===== config.mk =====
export PLATFORM = sky130hd
export DESIGN_NAME = fast_autoboot_loader
export DESIGN_NICKNAME = d
export VERILOG_FILES = /design/src/include/boot_loader_pkg.sv /design/src/rtl/fast_autoboot_loader.sv /design/src/rtl/pin_sync.sv /design/src/rtl/core_clock_divider.sv
export VERILOG_INCLUDE_DIRS = /design/src /design/src/include
export SDC_FILE = /design/constraint.sdc
export NUM_CORES = 1
export LEC_CHECK = 0
export ABC_AREA = 1
export CAP_MARGIN = 25
export CORE_MARGIN = 10
export CORE_UTILIZATION = 36
export CTS_BUF_LIST = sky130_fd_sc_hd__clkbuf_8
export DETAILED_ROUTE_END_ITERATION = 8
export DONT_BUFFER_PORTS = 1
export GPL_ROUTABILITY_DRIVEN = 0
export HOLD_SLACK_MARGIN = 0.03
export PLACE_DENSITY = 0.49
export SETUP_SLACK_MARGIN = 0.15
export SYNTH_ARGS = -nofsm -noshare
export SYNTH_HDL_FRONTEND = slang
export SYNTH_SLANG_ARGS = --single-unit

===== constraint.sdc =====
create_clock -name clk -period 6.9 [get_ports clk]
set_clock_uncertainty 0.15 [all_clocks]
set_input_delay 1.035 -clock clk [delete_from_list [all_inputs] [get_ports clk]]
set_output_delay 1.035 -clock clk [all_outputs]
set_load 0.02 [all_outputs]

===== src/include/boot_loader_map.svh =====
`ifndef BOOT_LOADER_MAP_SVH
`define BOOT_LOADER_MAP_SVH
// Behaviour
// A host starts fast autoboot by a serial loader download, select high.
// After a fast loader the core clock speeds up, then memory is fetched.
// Plain autoboot divides by twelve; fast loaders use eight, six or four.
// Fast loaders leave the loop unlocked, so fetches follow the oscillator.
// The loop locks only on the lock command, often sent with decode start.
// The chosen divide factor keeps fetches within memory and latch timing.
// The internal-boot loader may come by host download or by autoboot.
// After the internal-boot loader, on-chip ROM code runs with no download.
// A foreign image may get the success byte yet fail to initialise.
// The host waits at least five milliseconds before any configuration.
// With the request line low after a download, the host reads the byte; the loader pulls the line low only for the 0xF0 failure byte.
// A mismatched application makes that read return 0xF0.
// The failure report follows both host download and autoboot.
// Three strobe rises latch address bytes; the fourth low pulse reads ROM.
// While code loads from memory the host masks the request line.
// The new divide factor applies before the first address byte latches.

// Register byte offsets on the APB bus.
`define REG_CTRL        8'h00
`define REG_STATUS      8'h04
`define REG_REPLY       8'h08
`define REG_IRQ_STATUS  8'h0c
`define REG_IRQ_MASK    8'h10
`define REG_IMAGE_LEN   8'h14

// Control register fields.
`define CTRL_LOCK_BIT      0
`define CTRL_ACK_BIT       1
`define CTRL_KIND_BIT      2

// Interrupt status fields.
`define IRQ_LOAD_BIT       0
`define IRQ_FAIL_BIT       1
`define IRQ_LOCK_BIT       2
`define IRQ_WIDTH          3

// Divide factors of the core clock.
`define DIV_STANDARD       4'hc
`define DIV_FAST8          4'h8
`define DIV_FAST6          4'h6
`define DIV_FAST4          4'h4

// Reply bytes, reset values, last address byte index and strap settle count.
`define MSG_DOWNLOAD_OK    8'h02
`define MSG_BAD_CHECKSUM   8'hff
`define MSG_APP_FAILURE    8'hf0
`define IMAGE_LEN_RESET    16'h6000
`define ADDR_LAST_INDEX    2'h2
`define STRAP_SETTLE       2'h2
`endif


===== src/include/boot_loader_pkg.sv =====
package boot_loader_pkg;

   // Loader image kinds delivered by the serial download path.
   typedef enum logic [2:0] {
      LOAD_APP,
      LOAD_FAST8,
      LOAD_FAST6,
      LOAD_FAST4,
      LOAD_INTERNAL
   } load_kind_type;

   // Top-level boot sequence.
   typedef enum logic [2:0] {
      BOOT_IDLE,
      BOOT_SETTLE,
      BOOT_FETCH,
      BOOT_APP_WAIT,
      BOOT_APP_START,
      BOOT_RUN,
      BOOT_HALT
   } boot_state_type;

   // Phases of one external memory byte fetch.
   typedef enum logic [1:0] {
      PH_ADDR_LOW,
      PH_ADDR_HIGH,
      PH_DATA_LOW,
      PH_DATA_HIGH
   } fetch_phase_type;

   // One finished serial download, as a single-cycle event.
   typedef struct packed {
      logic          done;
      load_kind_type kind;
      logic          checksumOk;
   } host_load_type;

   // Whole state of the loader.
   typedef struct packed {
      boot_state_type  boot;
      fetch_phase_type phase;
      logic [1:0]      addrIdx;
      logic [23:0]     addr;
      logic [3:0]      divFactor;
      logic            divLoad;
      logic            pllLocked;
      logic            internalRom;
      logic            appRunning;
      logic            appFailed;
      logic [7:0]      reply;
      logic            irqPinActive;
      logic [2:0]      irqStatus;
      logic [2:0]      irqMask;
      logic [15:0]     imageLen;
      logic            kindInternal;
      logic [31:0]     prdata;
      logic            strobeN;
      logic            selectN;
      logic [7:0]      adOut;
      logic            adOe;
      logic            fetchValid;
      logic [7:0]      fetchByte;
      logic [1:0]      strapCnt;
      logic            strapDone;
   } loader_state_type;

   // Core clock divider state.
   typedef struct packed {
      logic [3:0] count;
   } divider_state_type;

endpackage : boot_loader_pkg


===== src/rtl/fast_autoboot_loader.sv =====
// Added by the designer: the APB register port and the register addresses.
`timescale 1ns/1ps
`include "boot_loader_map.svh"

module fast_autoboot_loader (
   // Clock and reset.
   input  wire logic                          clk,
   input  wire logic                          rst,
   // APB slave.
   input  wire logic                          psel,
   input  wire logic                          penable,
   input  wire logic                          pwrite,
   input  wire logic [7:0]                    paddr,
   input  wire logic [31:0]                   pwdata,
   output      logic [31:0]                   prdata,
   output      logic                          pready,
   output      logic                          pslverr,
   // Interrupt to the system.
   output      logic                          irq,
   // Shared autoboot select and interrupt request pin.
   input  wire logic                          hostInterruptRequestNIn,
   output      logic                          hostInterruptRequestNOut,
   output      logic                          hostInterruptRequestNOe,
   // Serial download path.
   input  wire boot_loader_pkg::host_load_type hostLoad,
   input  wire logic                          imageCompatible,
   // External memory port.
   output      logic                          extMemOutputStrobeN,
   output      logic                          extMemSelectN,
   input  wire logic [7:0]                    extMemAddrDataIn,
   output      logic [7:0]                    extMemAddrDataOut,
   output      logic                          extMemAddrDataOe,
   // Fetched image bytes and boot state.
   output      logic                          fetchValid,
   output      logic [7:0]                    fetchByte,
   output      logic [3:0]                    divFactor,
   output      logic                          pllLocked,
   output      logic                          internalRomEnable,
   output      logic                          appRunning
);
   import boot_loader_pkg::*;

   localparam loader_state_type RESET_STATE = '{
      boot:         BOOT_IDLE,
      phase:        PH_ADDR_LOW,
      addrIdx:      2'h0,
      addr:         24'h000000,
      divFactor:    `DIV_STANDARD,
      divLoad:      1'b0,
      pllLocked:    1'b0,
      internalRom:  1'b0,
      appRunning:   1'b0,
      appFailed:    1'b0,
      reply:        8'h00,
      irqPinActive: 1'b0,
      irqStatus:    3'h0,
      irqMask:      3'h0,
      imageLen:     `IMAGE_LEN_RESET,
      kindInternal: 1'b0,
      prdata:       32'h00000000,
      strobeN:      1'b1,
      selectN:      1'b1,
      adOut:        8'h00,
      adOe:         1'b0,
      fetchValid:   1'b0,
      fetchByte:    8'h00,
      strapCnt:     2'h0,
      strapDone:    1'b0
   };

   // Registered state, its next value and the glue between them.
   loader_state_type s;
   loader_state_type next_s;
   logic             coreTick;
   logic [8:0]       pinsSynced;
   logic             wrAccess;
   logic             rdAccess;
   logic             setupRead;

   // True for every offset that holds a register.
   function automatic logic isMapped(input logic [7:0] addr);
      case (addr)
         `REG_CTRL, `REG_STATUS, `REG_REPLY,
         `REG_IRQ_STATUS, `REG_IRQ_MASK, `REG_IMAGE_LEN: isMapped = 1'b1;
         default: isMapped = 1'b0;
      endcase
   endfunction : isMapped

   // Divide factor carried by each fast loader kind.
   function automatic logic [3:0] fastFactor(input load_kind_type kind);
      case (kind)
         LOAD_FAST8: fastFactor = `DIV_FAST8;
         LOAD_FAST6: fastFactor = `DIV_FAST6;
         LOAD_FAST4: fastFactor = `DIV_FAST4;
         default:    fastFactor = `DIV_STANDARD;
      endcase
   endfunction : fastFactor

   // The memory data bus and the shared pin come from outside the clock.
   pin_sync #(
      .WIDTH (9),
      .INIT  (9'h1ff)
   ) u_pin_sync (
      .clk    (clk),
      .rst    (rst),
      .pinIn  ({hostInterruptRequestNIn, extMemAddrDataIn}),
      .pinOut (pinsSynced)
   );

   // The core tick paces every external memory cycle.
   core_clock_divider u_divider (
      .clk     (clk),
      .rst     (rst),
      .factor  (s.divFactor),
      .restart (s.divLoad),
      .tick    (coreTick)
   );

   // Bus phases; the slave never waits.
   assign wrAccess  = psel && penable && pwrite && isMapped(paddr);
   assign rdAccess  = psel && penable && !pwrite && isMapped(paddr);
   assign setupRead = psel && !penable && !pwrite;

   // Next state: register effects, read data, then the boot sequence.
   always_comb begin
      logic [2:0] irqSet;
      logic [2:0] irqClr;
      logic       ackPulse;
      irqSet   = 3'h0;
      irqClr   = 3'h0;
      ackPulse = 1'b0;
      next_s   = s;
      next_s.divLoad    = 1'b0;
      next_s.fetchValid = 1'b0;

      // Register writes.
      if (wrAccess) begin
         case (paddr)
            `REG_CTRL: begin
               // Only this command locks the loop; loaders never do.
               if (pwdata[`CTRL_LOCK_BIT] && !s.pllLocked) begin
                  next_s.pllLocked = 1'b1;
                  irqSet[`IRQ_LOCK_BIT] = 1'b1;
               end
               ackPulse = pwdata[`CTRL_ACK_BIT];
               next_s.kindInternal = pwdata[`CTRL_KIND_BIT];
            end
            `REG_IRQ_STATUS: irqClr = pwdata[2:0];
            `REG_IRQ_MASK:   next_s.irqMask = pwdata[2:0];
            `REG_IMAGE_LEN:  next_s.imageLen = pwdata[15:0];
            default: ;
         endcase
      end

      // Collecting the pending byte releases the request line.
      if (rdAccess && paddr == `REG_REPLY) begin
         next_s.irqPinActive = 1'b0;
      end

      // Read data is prepared in the setup phase for a zero-wait access.
      if (setupRead) begin
         case (paddr)
            `REG_CTRL:       next_s.prdata = {29'h0, s.kindInternal, 2'h0};
            `REG_STATUS:     next_s.prdata = {20'h0, s.divFactor, 2'h0,
                                  s.boot == BOOT_HALT,
                                  s.boot == BOOT_FETCH, s.appFailed,
                                  s.appRunning, s.internalRom, s.pllLocked};
            `REG_REPLY:      next_s.prdata = {24'h0, s.reply};
            `REG_IRQ_STATUS: next_s.prdata = {29'h0, s.irqStatus};
            `REG_IRQ_MASK:   next_s.prdata = {29'h0, s.irqMask};
            `REG_IMAGE_LEN:  next_s.prdata = {16'h0, s.imageLen};
            default:         next_s.prdata = 32'h00000000;
         endcase
      end

      // Boot sequence.
      case (s.boot)
         BOOT_IDLE: begin
            if (!s.strapDone) begin
               // The strap is taken once the synchroniser has settled.
               next_s.strapCnt = s.strapCnt + 2'h1;
               if (s.strapCnt == `STRAP_SETTLE) begin
                  next_s.strapDone = 1'b1;
                  if (!pinsSynced[8]) begin
                     next_s.divFactor = `DIV_STANDARD;
                     next_s.divLoad   = 1'b1;
                     next_s.boot      = BOOT_SETTLE;
                  end
               end
            end else if (hostLoad.done) begin
               // A host download arrives with the select line held high.
               irqSet[`IRQ_LOAD_BIT] = 1'b1;
               if (!hostLoad.checksumOk) begin
                  next_s.reply = `MSG_BAD_CHECKSUM;
                  next_s.boot  = BOOT_HALT;
               end else begin
                  next_s.reply = `MSG_DOWNLOAD_OK;
                  case (hostLoad.kind)
                     LOAD_FAST8, LOAD_FAST6, LOAD_FAST4: begin
                        // Speed up first, then fetch like a pin autoboot.
                        next_s.divFactor = fastFactor(hostLoad.kind);
                        next_s.divLoad   = 1'b1;
                        next_s.boot      = BOOT_SETTLE;
                     end
                     LOAD_INTERNAL: begin
                        next_s.internalRom = 1'b1;
                        next_s.boot        = BOOT_APP_WAIT;
                     end
                     default: next_s.boot = BOOT_APP_WAIT;
                  endcase
               end
            end
         end

         BOOT_SETTLE: begin
            // The first tick after the restart already runs at the new rate,
            // so all address cycles of the image share one period.
            if (coreTick) begin
               next_s.addr    = 24'h000000;
               next_s.addrIdx = 2'h0;
               next_s.phase   = PH_ADDR_LOW;
               next_s.boot    = BOOT_FETCH;
            end
         end

         BOOT_FETCH: begin
            if (coreTick) begin
               case (s.phase)
                  PH_ADDR_LOW: begin
                     // The most significant byte goes out first.
                     next_s.adOe    = 1'b1;
                     next_s.strobeN = 1'b0;
                     case (s.addrIdx)
                        2'h0:    next_s.adOut = s.addr[23:16];
                        2'h1:    next_s.adOut = s.addr[15:8];
                        default: next_s.adOut = s.addr[7:0];
                     endcase
                     next_s.phase = PH_ADDR_HIGH;
                  end
                  PH_ADDR_HIGH: begin
                     // This rising edge clocks the byte into a latch.
                     next_s.strobeN = 1'b1;
                     if (s.addrIdx == `ADDR_LAST_INDEX) begin
                        next_s.phase = PH_DATA_LOW;
                     end else begin
                        next_s.addrIdx = s.addrIdx + 2'h1;
                        next_s.phase   = PH_ADDR_LOW;
                     end
                  end
                  PH_DATA_LOW: begin
                     // Fourth low pulse with select low opens the memory.
                     next_s.adOe    = 1'b0;
                     next_s.selectN = 1'b0;
                     next_s.strobeN = 1'b0;
                     next_s.phase   = PH_DATA_HIGH;
                  end
                  PH_DATA_HIGH: begin
                     // Data is taken after a full core period, which covers
                     // the two-cycle delay of the pin synchroniser.
                     next_s.fetchByte  = pinsSynced[7:0];
                     next_s.fetchValid = 1'b1;
                     next_s.strobeN    = 1'b1;
                     next_s.selectN    = 1'b1;
                     next_s.addr       = s.addr + 24'h000001;
                     next_s.addrIdx    = 2'h0;
                     next_s.phase      = PH_ADDR_LOW;
                     // A length of zero ends the fetch only when the address wraps to zero.
                     if (s.addr + 24'h000001 == {8'h00, s.imageLen}) begin
                        irqSet[`IRQ_LOAD_BIT] = 1'b1;
                        if (s.kindInternal) begin
                           next_s.internalRom = 1'b1;
                        end
                        next_s.boot = BOOT_APP_START;
                     end
                  end
                  default: next_s.phase = PH_ADDR_LOW;
               endcase
            end
         end

         BOOT_APP_WAIT: begin
            // A host-loaded image starts once its reply is acknowledged.
            if (ackPulse) begin
               next_s.boot = BOOT_APP_START;
            end
         end

         BOOT_APP_START: begin
            // The mismatch check runs for both loading methods.
            if (imageCompatible) begin
               next_s.appRunning = 1'b1;
            end else begin
               next_s.appFailed      = 1'b1;
               next_s.reply          = `MSG_APP_FAILURE;
               next_s.irqPinActive   = 1'b1;
               irqSet[`IRQ_FAIL_BIT] = 1'b1;
            end
            next_s.boot = BOOT_RUN;
         end

         // Only a new reset leaves the final states.
         BOOT_RUN:  next_s.boot = BOOT_RUN;
         BOOT_HALT: next_s.boot = BOOT_HALT;
         default:   next_s.boot = BOOT_IDLE;
      endcase

      // A new event wins over a clear in the same cycle.
      next_s.irqStatus = (s.irqStatus & ~irqClr) | irqSet;
   end

   // The whole state moves on every edge; reset loads the constant image.
   always_ff @(posedge clk or posedge rst) begin
      if (rst) begin
         s <= RESET_STATE;
      end else begin
         s <= next_s;
      end
   end

   // Bus answers.
   assign prdata  = s.prdata;
   assign pready  = 1'b1;
   assign pslverr = psel && penable && !isMapped(paddr);
   assign irq     = |(s.irqStatus & s.irqMask);

   // The shared pin is only pulled low, never driven high; the host masks
   // it while code loads, so no request is raised during a fetch.
   assign hostInterruptRequestNOut = 1'b0;
   assign hostInterruptRequestNOe  = s.irqPinActive;

   // Memory port and status outputs.
   assign extMemOutputStrobeN = s.strobeN;
   assign extMemSelectN       = s.selectN;
   assign extMemAddrDataOut   = s.adOut;
   assign extMemAddrDataOe    = s.adOe;
   assign fetchValid          = s.fetchValid;
   assign fetchByte           = s.fetchByte;
   assign divFactor           = s.divFactor;
   assign pllLocked           = s.pllLocked;
   assign internalRomEnable   = s.internalRom;
   assign appRunning          = s.appRunning;

endmodule : fast_autoboot_loader


===== src/rtl/pin_sync.sv =====
`timescale 1ns/1ps
`include "boot_loader_map.svh"

module pin_sync #(
   parameter int WIDTH = 1,
   parameter logic [WIDTH-1:0] INIT = '1
) (
   // Clock and reset.
   input  wire logic             clk,
   input  wire logic             rst,
   // Pins in and settled copies out.
   input  wire logic [WIDTH-1:0] pinIn,
   output      logic [WIDTH-1:0] pinOut
);
   import boot_loader_pkg::*;

   typedef struct packed {
      logic [WIDTH-1:0] first;
      logic [WIDTH-1:0] second;
   } sync_state_type;

   sync_state_type s;
   sync_state_type next_s;

   // Only the second stage is read, so metastability stays in the first.
   always_comb begin
      next_s.first  = pinIn;
      next_s.second = s.first;
   end

   // Both stages reset to the idle level of the pins.
   always_ff @(posedge clk or posedge rst) begin
      if (rst) begin
         s <= '{first: INIT, second: INIT};
      end else begin
         s <= next_s;
      end
   end

   assign pinOut = s.second;

endmodule : pin_sync


===== src/rtl/core_clock_divider.sv =====
`timescale 1ns/1ps
`include "boot_loader_map.svh"

module core_clock_divider (
   // Clock and reset.
   input  wire logic       clk,
   input  wire logic       rst,
   // Divide factor and restart.
   input  wire logic [3:0] factor,
   input  wire logic       restart,
   // One-cycle core tick.
   output      logic       tick
);
   import boot_loader_pkg::*;

   divider_state_type s;
   divider_state_type next_s;

   // A restart begins a fresh period, so no short tick follows a change.
   always_comb begin
      next_s = s;
      if (restart || tick) begin
         next_s.count = 4'h0;
      end else begin
         next_s.count = s.count + 4'h1;
      end
   end

   always_ff @(posedge clk or posedge rst) begin
      if (rst) begin
         s <= '{count: 4'h0};
      end else begin
         s <= next_s;
      end
   end

   assign tick = !restart && (s.count == factor - 4'h1);

endmodule : core_clock_divider


# Word-level counts from Yosys, hierarchy flattened
# Cells that the tools add are included.
# totals
in_bits	60
word_cells	203
register_bits	149
output_inout_bits	64
# op_classes
add_sub_neg	5
mux	69
n_reduce_logical	52
n_eq_ne	43
bitwise	6
# op_table
cell	count
16-bit one-hot mux with 6 select lines	1
31-bit 2-to-1 mux	2
28-bit one-hot mux with 2 select lines	1
9-bit 2-to-1 mux	4
8-bit one-hot mux with 2 select lines	2
3-bit 2-to-1 mux	10
5-bit 2-to-1 mux	6
1-bit 2-to-1 mux	26
24-bit by 1-bit adder with 24-bit output, second input constant	1
24-bit by 16-bit == test with 1-bit output	1
24-bit 2-to-1 mux	1
8-bit 2-to-1 mux	3
2-bit inequality test, second input constant	9
3-bit one-hot mux with 6 select lines	1
3-bit AND reduction	6
8-bit by 4-bit == test with 1-bit output, second input constant	2
8-bit by 5-bit == test with 1-bit output, second input constant	2
2-bit AND reduction	7
3-bit by 2-bit == test with 1-bit output, second input constant	4
3-bit == test, second input constant	4
2-bit by 1-bit inequality test with 1-bit output, second input constant	6
3-bit inequality test, second input constant	4
4-bit one-hot mux with 3 select lines	1
2-bit nonzero test	6
32 further kinds	65

# Longest topological paths before layout
# logic_depth
depth_word	8
mapped_depth	16
mapped_depth_nobuf	16

# Hierarchy
# Synthesis repeated with hierarchy kept, for this count alone.
# unflattened
cells_unflattened	842
hier_area_um2	6814.0
# modules_own_cells
module	cells_each	n_inst	area_each_um2
fast_autoboot_loader	779	1	6005.8
pin_sync	19	1	476.7
core_clock_divider	44	1	331.6

# Least setup slack after synthesis
# Ideal clock, no wire load.
# synth_timing
path_type	input to output
from	input paddr[7]
to	output pslverr
stages	6
arrival_time_ps	1784
required_time_ps	5715
setup_slack_ps	3931
cell_sequence	nor2_1 -> nand2_1 -> nor2_4 -> nand2_1 -> a21oi_2 -> nor2_1
# synth_between
elab_chain_len	5
elab_cells_between_ends	10
cone_classes	eq/ne: 5; mux: 1; reduce/logical: 4
# synth_lines
item	line_no	source
from (decl)	fast_autoboot_loader.sv:13	input wire logic [7:0] paddr,
8-bit by 4-bit == test with 1-bit output, or another cell as far along	fast_autoboot_loader.sv:82	case (addr)
6-bit OR reduction *	fast_autoboot_loader.sv:82	
1-bit 2-to-1 mux *	fast_autoboot_loader.sv:82	
1-bit zero test *	fast_autoboot_loader.sv:323	assign pslverr = psel && penable && !isMapped(paddr);
1-bit logical AND *	fast_autoboot_loader.sv:323	
to (decl)	fast_autoboot_loader.sv:17	output logic pslverr,
# Every way passes the cells marked *; elsewhere a longest branch is shown, timed or not.

# Final worst setup path
# layout_timing
from	register s (netlist bit divFactor[2])
to	register s[119] in the netlist's numbering
# layout_between
elab_chain_len	5
elab_cells_between_ends	6
cone_classes	add/sub: 1; eq/ne: 3; reduce/logical: 2
# layout_lines
item	line_no	source
from (decl)	fast_autoboot_loader.sv:72	loader_state_type s;
from (signal assigned)	fast_autoboot_loader.sv:316	s <= next_s;
4-bit by 1-bit subtractor with 4-bit output *	core_clock_divider.sv:37	assign tick = !restart && (s.count == factor - 4'h1);
4-bit == test *	core_clock_divider.sv:37	
1-bit logical AND *	core_clock_divider.sv:37	
2-bit by 1-bit inequality test with 1-bit output (no source line)	--	
4-bit AND reduction (no source line) *	--	
# Marked as above.
# A chain may end at the register's enable or synchronous reset.

==> results.yml <==
place:
  io_buffers: 0
  place.detailed.hpwl_mm: 13.4
  detailed_place.area_mm2: 0.00674
job:
  max_cap_viol_count: 0
grt:
  number_of_global_route_vias_before_repair: 5066
  antenna_violations_before_repair: 0
  globalRouteOverflowTotal: 0
  maximum_number_of_pins_on_one_net_before_global_route_repair: 71
  grt_pass1_wl_mm: 28.7
  globalRouteTotalUtil_pct: 14.9
setup_path:
  slowest_stage: "sky130_fd_sc_hd__nand2_1"
  cp_max_fanout: 28
  slowest_delay_ns: 0.96
  timing.setup.critical_path_class: "reg2reg"
  crit_chain: "inv_1 > ha_1 > nand2_1 > o21ai_0 > nor3b_2 > nand3_1 > nor2_2 > nand3_2 > nand2_1 > o21ai_0"
  critical_path.startpoint_type: "flop"
  setup.worst_path.end_class: "flop"
  worst-path-buf-inv: 1
  worstPathRequired_ns: 7.05
  timing.critical_path.max_delay_family: "simple AND/OR/NAND/NOR gates"
  data_arrival_time_of_the_worst_path_ns: 4.03
power:
  powerDensity_mw_per_mm2: 265
  p_leak_nw: 3.26
  irDropWorstVdd_mv: 0.162
clocking:
  clock_sinks: 127
  postCtsSetupBuffers: 0
  tritoncts_clock_tree: "built"
  clock_insertion_delay_worst_skew_ns: 0.46
  cts-htree-levels: 4
  path_clk_slew_ns: 0.09
  cts.path.max_buffers: 2
  cts_buffers: 17
  cts_stage_hold_buffer_count: 0
  cts_resized: 0
  clockRootBuffer: "sky130_fd_sc_hd__clkbuf_8"
routing:
  first_drt_pass_iteration_count: 7
  wl_met1_mm: 7.80
  avgRoutedWirePerCell_um: 17.2
  route.vias.total: 5156
  ant_nets: 0
  routed-wl-met2_mm: 8.87
  drt_first_iter_violations: 285
  drcViolationCount: 0
  route.final.wire_length_mm: 18.1
  routed_via_density: 4.90
  highest_metal_layer_with_signal_wires: "met4"
  met3WireLength_mm: 1.16
timing:
  setup_viol_count_final: 0
  worst_slew_margin_rel_pct: 39.0
  timing_hold_violations_final: 0
  totalNegativeSetupSlack_ns: 0
  rsz0062_at_grt: "false"
  min_period_ns: 3.89
  fin_crit_sh_pct: 56.3
  max_clock_freq_mhz: 257
  report.final.slew_viol_count: 0
  max_slew.worst_pin.slew_ns: 0.913
floorplanning:
  die_area_mm2: 0.0249
  area_inside_the_core_boundary_mm2: 0.0187
  rows: 50
  floorplan.initialDensity_pct: 36.6
  pin_count: 124
  die_width_um: 158
  die_height_um: 158
logic_synthesis:
  synth_area_mm2: 0.00684
  synth_sequential_area_ratio_pct: 46.9
  synth-edff-count: 0
  syn-instance-count: 833
  synthArstFlopShare_pct: 100
  synth-seq-cells: 127
  ys.flop_type: "sky130_fd_sc_hd__dfrtp_1"
  syn-mean-instance-area_um2: 8.21
  synth_warnings: 0
  yosysUniqueCellTypes: 48
layout:
  post-route-cell-area_mm2: 0.00709
  final_cell_mix: "sky130_fd_sc_hd__nand2_1, sky130_fd_sc_hd__dfrtp_1, sky130_fd_sc_hd__inv_1"
  n_antenna_cell: 0
  seq_area_mm2: 0.00321
  layout.filler_cells: 1954
  layout.cells.most_common: "sky130_fd_sc_hd__nand2_1"
  final_net_count: 872
  multi_input_comb_area_mm2: 0.00284
  area.growth.synth_to_final_pct: 3.71
  drive_gt1_share_pct: 12.8
run_status:
  run_status: "finished clean"
hold_path:
  hold_path.class: "reg2reg"
-- where the power goes --
part	internal (mW)	total [mW]	switching (mW)
Clock	0.262	0.602	0.340
Combinational	0.121	0.354	0.234
Sequential	0.828	0.926	0.0981
-- cell usage after synthesis, types with 2 or more instances --
cell	n	share of area, %
sky130_fd_sc_hd__dfstp_2	24	9.2
sky130_fd_sc_hd__nand2_1	212	12
sky130_fd_sc_hd__inv_2	5	0.27
sky130_fd_sc_hd__mux2_2	9	1.5
sky130_fd_sc_hd__o21ai_1	3	0.22
sky130_fd_sc_hd__nand4_1	4	0.37
sky130_fd_sc_hd__a21oi_1	15	1.1
sky130_fd_sc_hd__nor2_2	4	0.37
sky130_fd_sc_hd__o21a_1	2	0.22
sky130_fd_sc_hd__a31oi_1	3	0.27
sky130_fd_sc_hd__nand3_1	61	4.5
sky130_fd_sc_hd__o21ai_0	56	4.1
sky130_fd_sc_hd__buf_4	58	6.4
sky130_fd_sc_hd__o31ai_1	6	0.66
sky130_fd_sc_hd__nor2_4	7	1.2
sky130_fd_sc_hd__nand2_4	2	0.33
sky130_fd_sc_hd__buf_2	3	0.22
sky130_fd_sc_hd__o221ai_1	5	0.64
sky130_fd_sc_hd__nand2_2	8	0.73
sky130_fd_sc_hd__a221oi_1	2	0.26
sky130_fd_sc_hd__nor3_1	11	0.80
sky130_fd_sc_hd__xor2_1	4	0.51
sky130_fd_sc_hd__inv_1	97	5.3
sky130_fd_sc_hd__mux2_4	4	0.88
sky130_fd_sc_hd__nand3_2	2	0.29
sky130_fd_sc_hd__clkbuf_1	3	0.16
sky130_fd_sc_hd__conb_1	2	0.11
sky130_fd_sc_hd__xnor2_1	2	0.26
sky130_fd_sc_hd__nor2_1	68	3.7
sky130_fd_sc_hd__o22ai_1	25	2.3
sky130_fd_sc_hd__ha_1	7	1.3
sky130_fd_sc_hd__dfrtp_1	103	38
-- worst paths after layout --
path | startpoint | end | slack (ns) | cells after the start
worst max-delay path | divFactor[2] | s[119] | 3.01 | 10
worst min-delay path | u_pin_sync.next_s[2] | u_pin_sync.pinOut[2] | 0.21 | 0
worst max register to register | divFactor[2] | s[119] | 3.01 | 10
worst min register to register | u_pin_sync.next_s[2] | u_pin_sync.pinOut[2] | 0.21 | 0
max in group asynchronous | rst | s[66] | 5.00 | 2
min in group asynchronous | rst | s[91] | 0.38 | 1
-- metrics by stage --
step | power (mW) | std cells | utilization (%) | hold WS (ns) | setup WS (ns)
6_report | 1.88 | 1052 | 37.9 | 0.208 | 3.01
3_3_place_gp | 1.30 | 1020 | 36.0 | 0.195 | 3.02
4_1_cts | 1.91 | 1052 | 37.9 | 0.209 | 2.86
2_1_floorplan | 1.23 | 850 | - | 0.195 | 2.37
5_1_grt | 2.00 | 1052 | 37.9 | 0.212 | 2.64
3_5_place_dp | 1.30 | 1020 | 36.0 | 0.197 | 2.90
-- per-layer routing --
layer  vias up  global-route usage [%]
met5         -                       0
met4         0                    4.50
li1       2572                       -
met1      2453                    18.5
met2       112                    24.3
met3        19                    4.40
-- cells by family after synthesis --
family	count (synthesis)	share of synthesized area [%]
AO/OA/AOI/OAI	125	10.9
XOR/XNOR	7	1.10
adder cells (fa/ha/maj)	7	1.28
buffers and inverters	168	12.6
flip-flops	127	46.9
multiplexers	13	2.36
other	2	0.110
AND/OR/NAND/NOR	384	24.8
-- registers in the layout (all words and copies together), names as in the netlist --
name / cells
hostInterruptRequestNOe: 1
extMemAddrDataOe: 1
fetchValid: 1
fetchByte: 8
u_divider.s: 4
divFactor: 3
internalRomEnable: 1
appRunning: 1
s: 62
extMemOutputStrobeN: 1
extMemSelectN: 1
u_pin_sync.pinOut: 9
pllLocked: 1
u_pin_sync.next_s: 9
extMemAddrDataOut: 8
prdata: 16
-- final cells by class --
type	instances	area share (%)
clock buffer	18	3.49
clock inverter	14	1.55
inverter	103	5.52
multi-input combinational	555	40.0
sequential	127	45.2
tap	234	4.13
timing repair buffer	1	0.106
-- worst reg2reg max path, delay by kind of cell, from the launching register on --
| family | cells | cell delay [ns] |
|---|---|---|
| AOI/OAI and AO/OA | 2 | 0.30 |
| adders and majority gates | 1 | 0.29 |
| buffers and inverters | 1 | 0.06 |
| DFF | 1 | 0.64 |
| and+or+nand+nor | 6 | 2.28 |
Power figures use the tool's default switching activity.
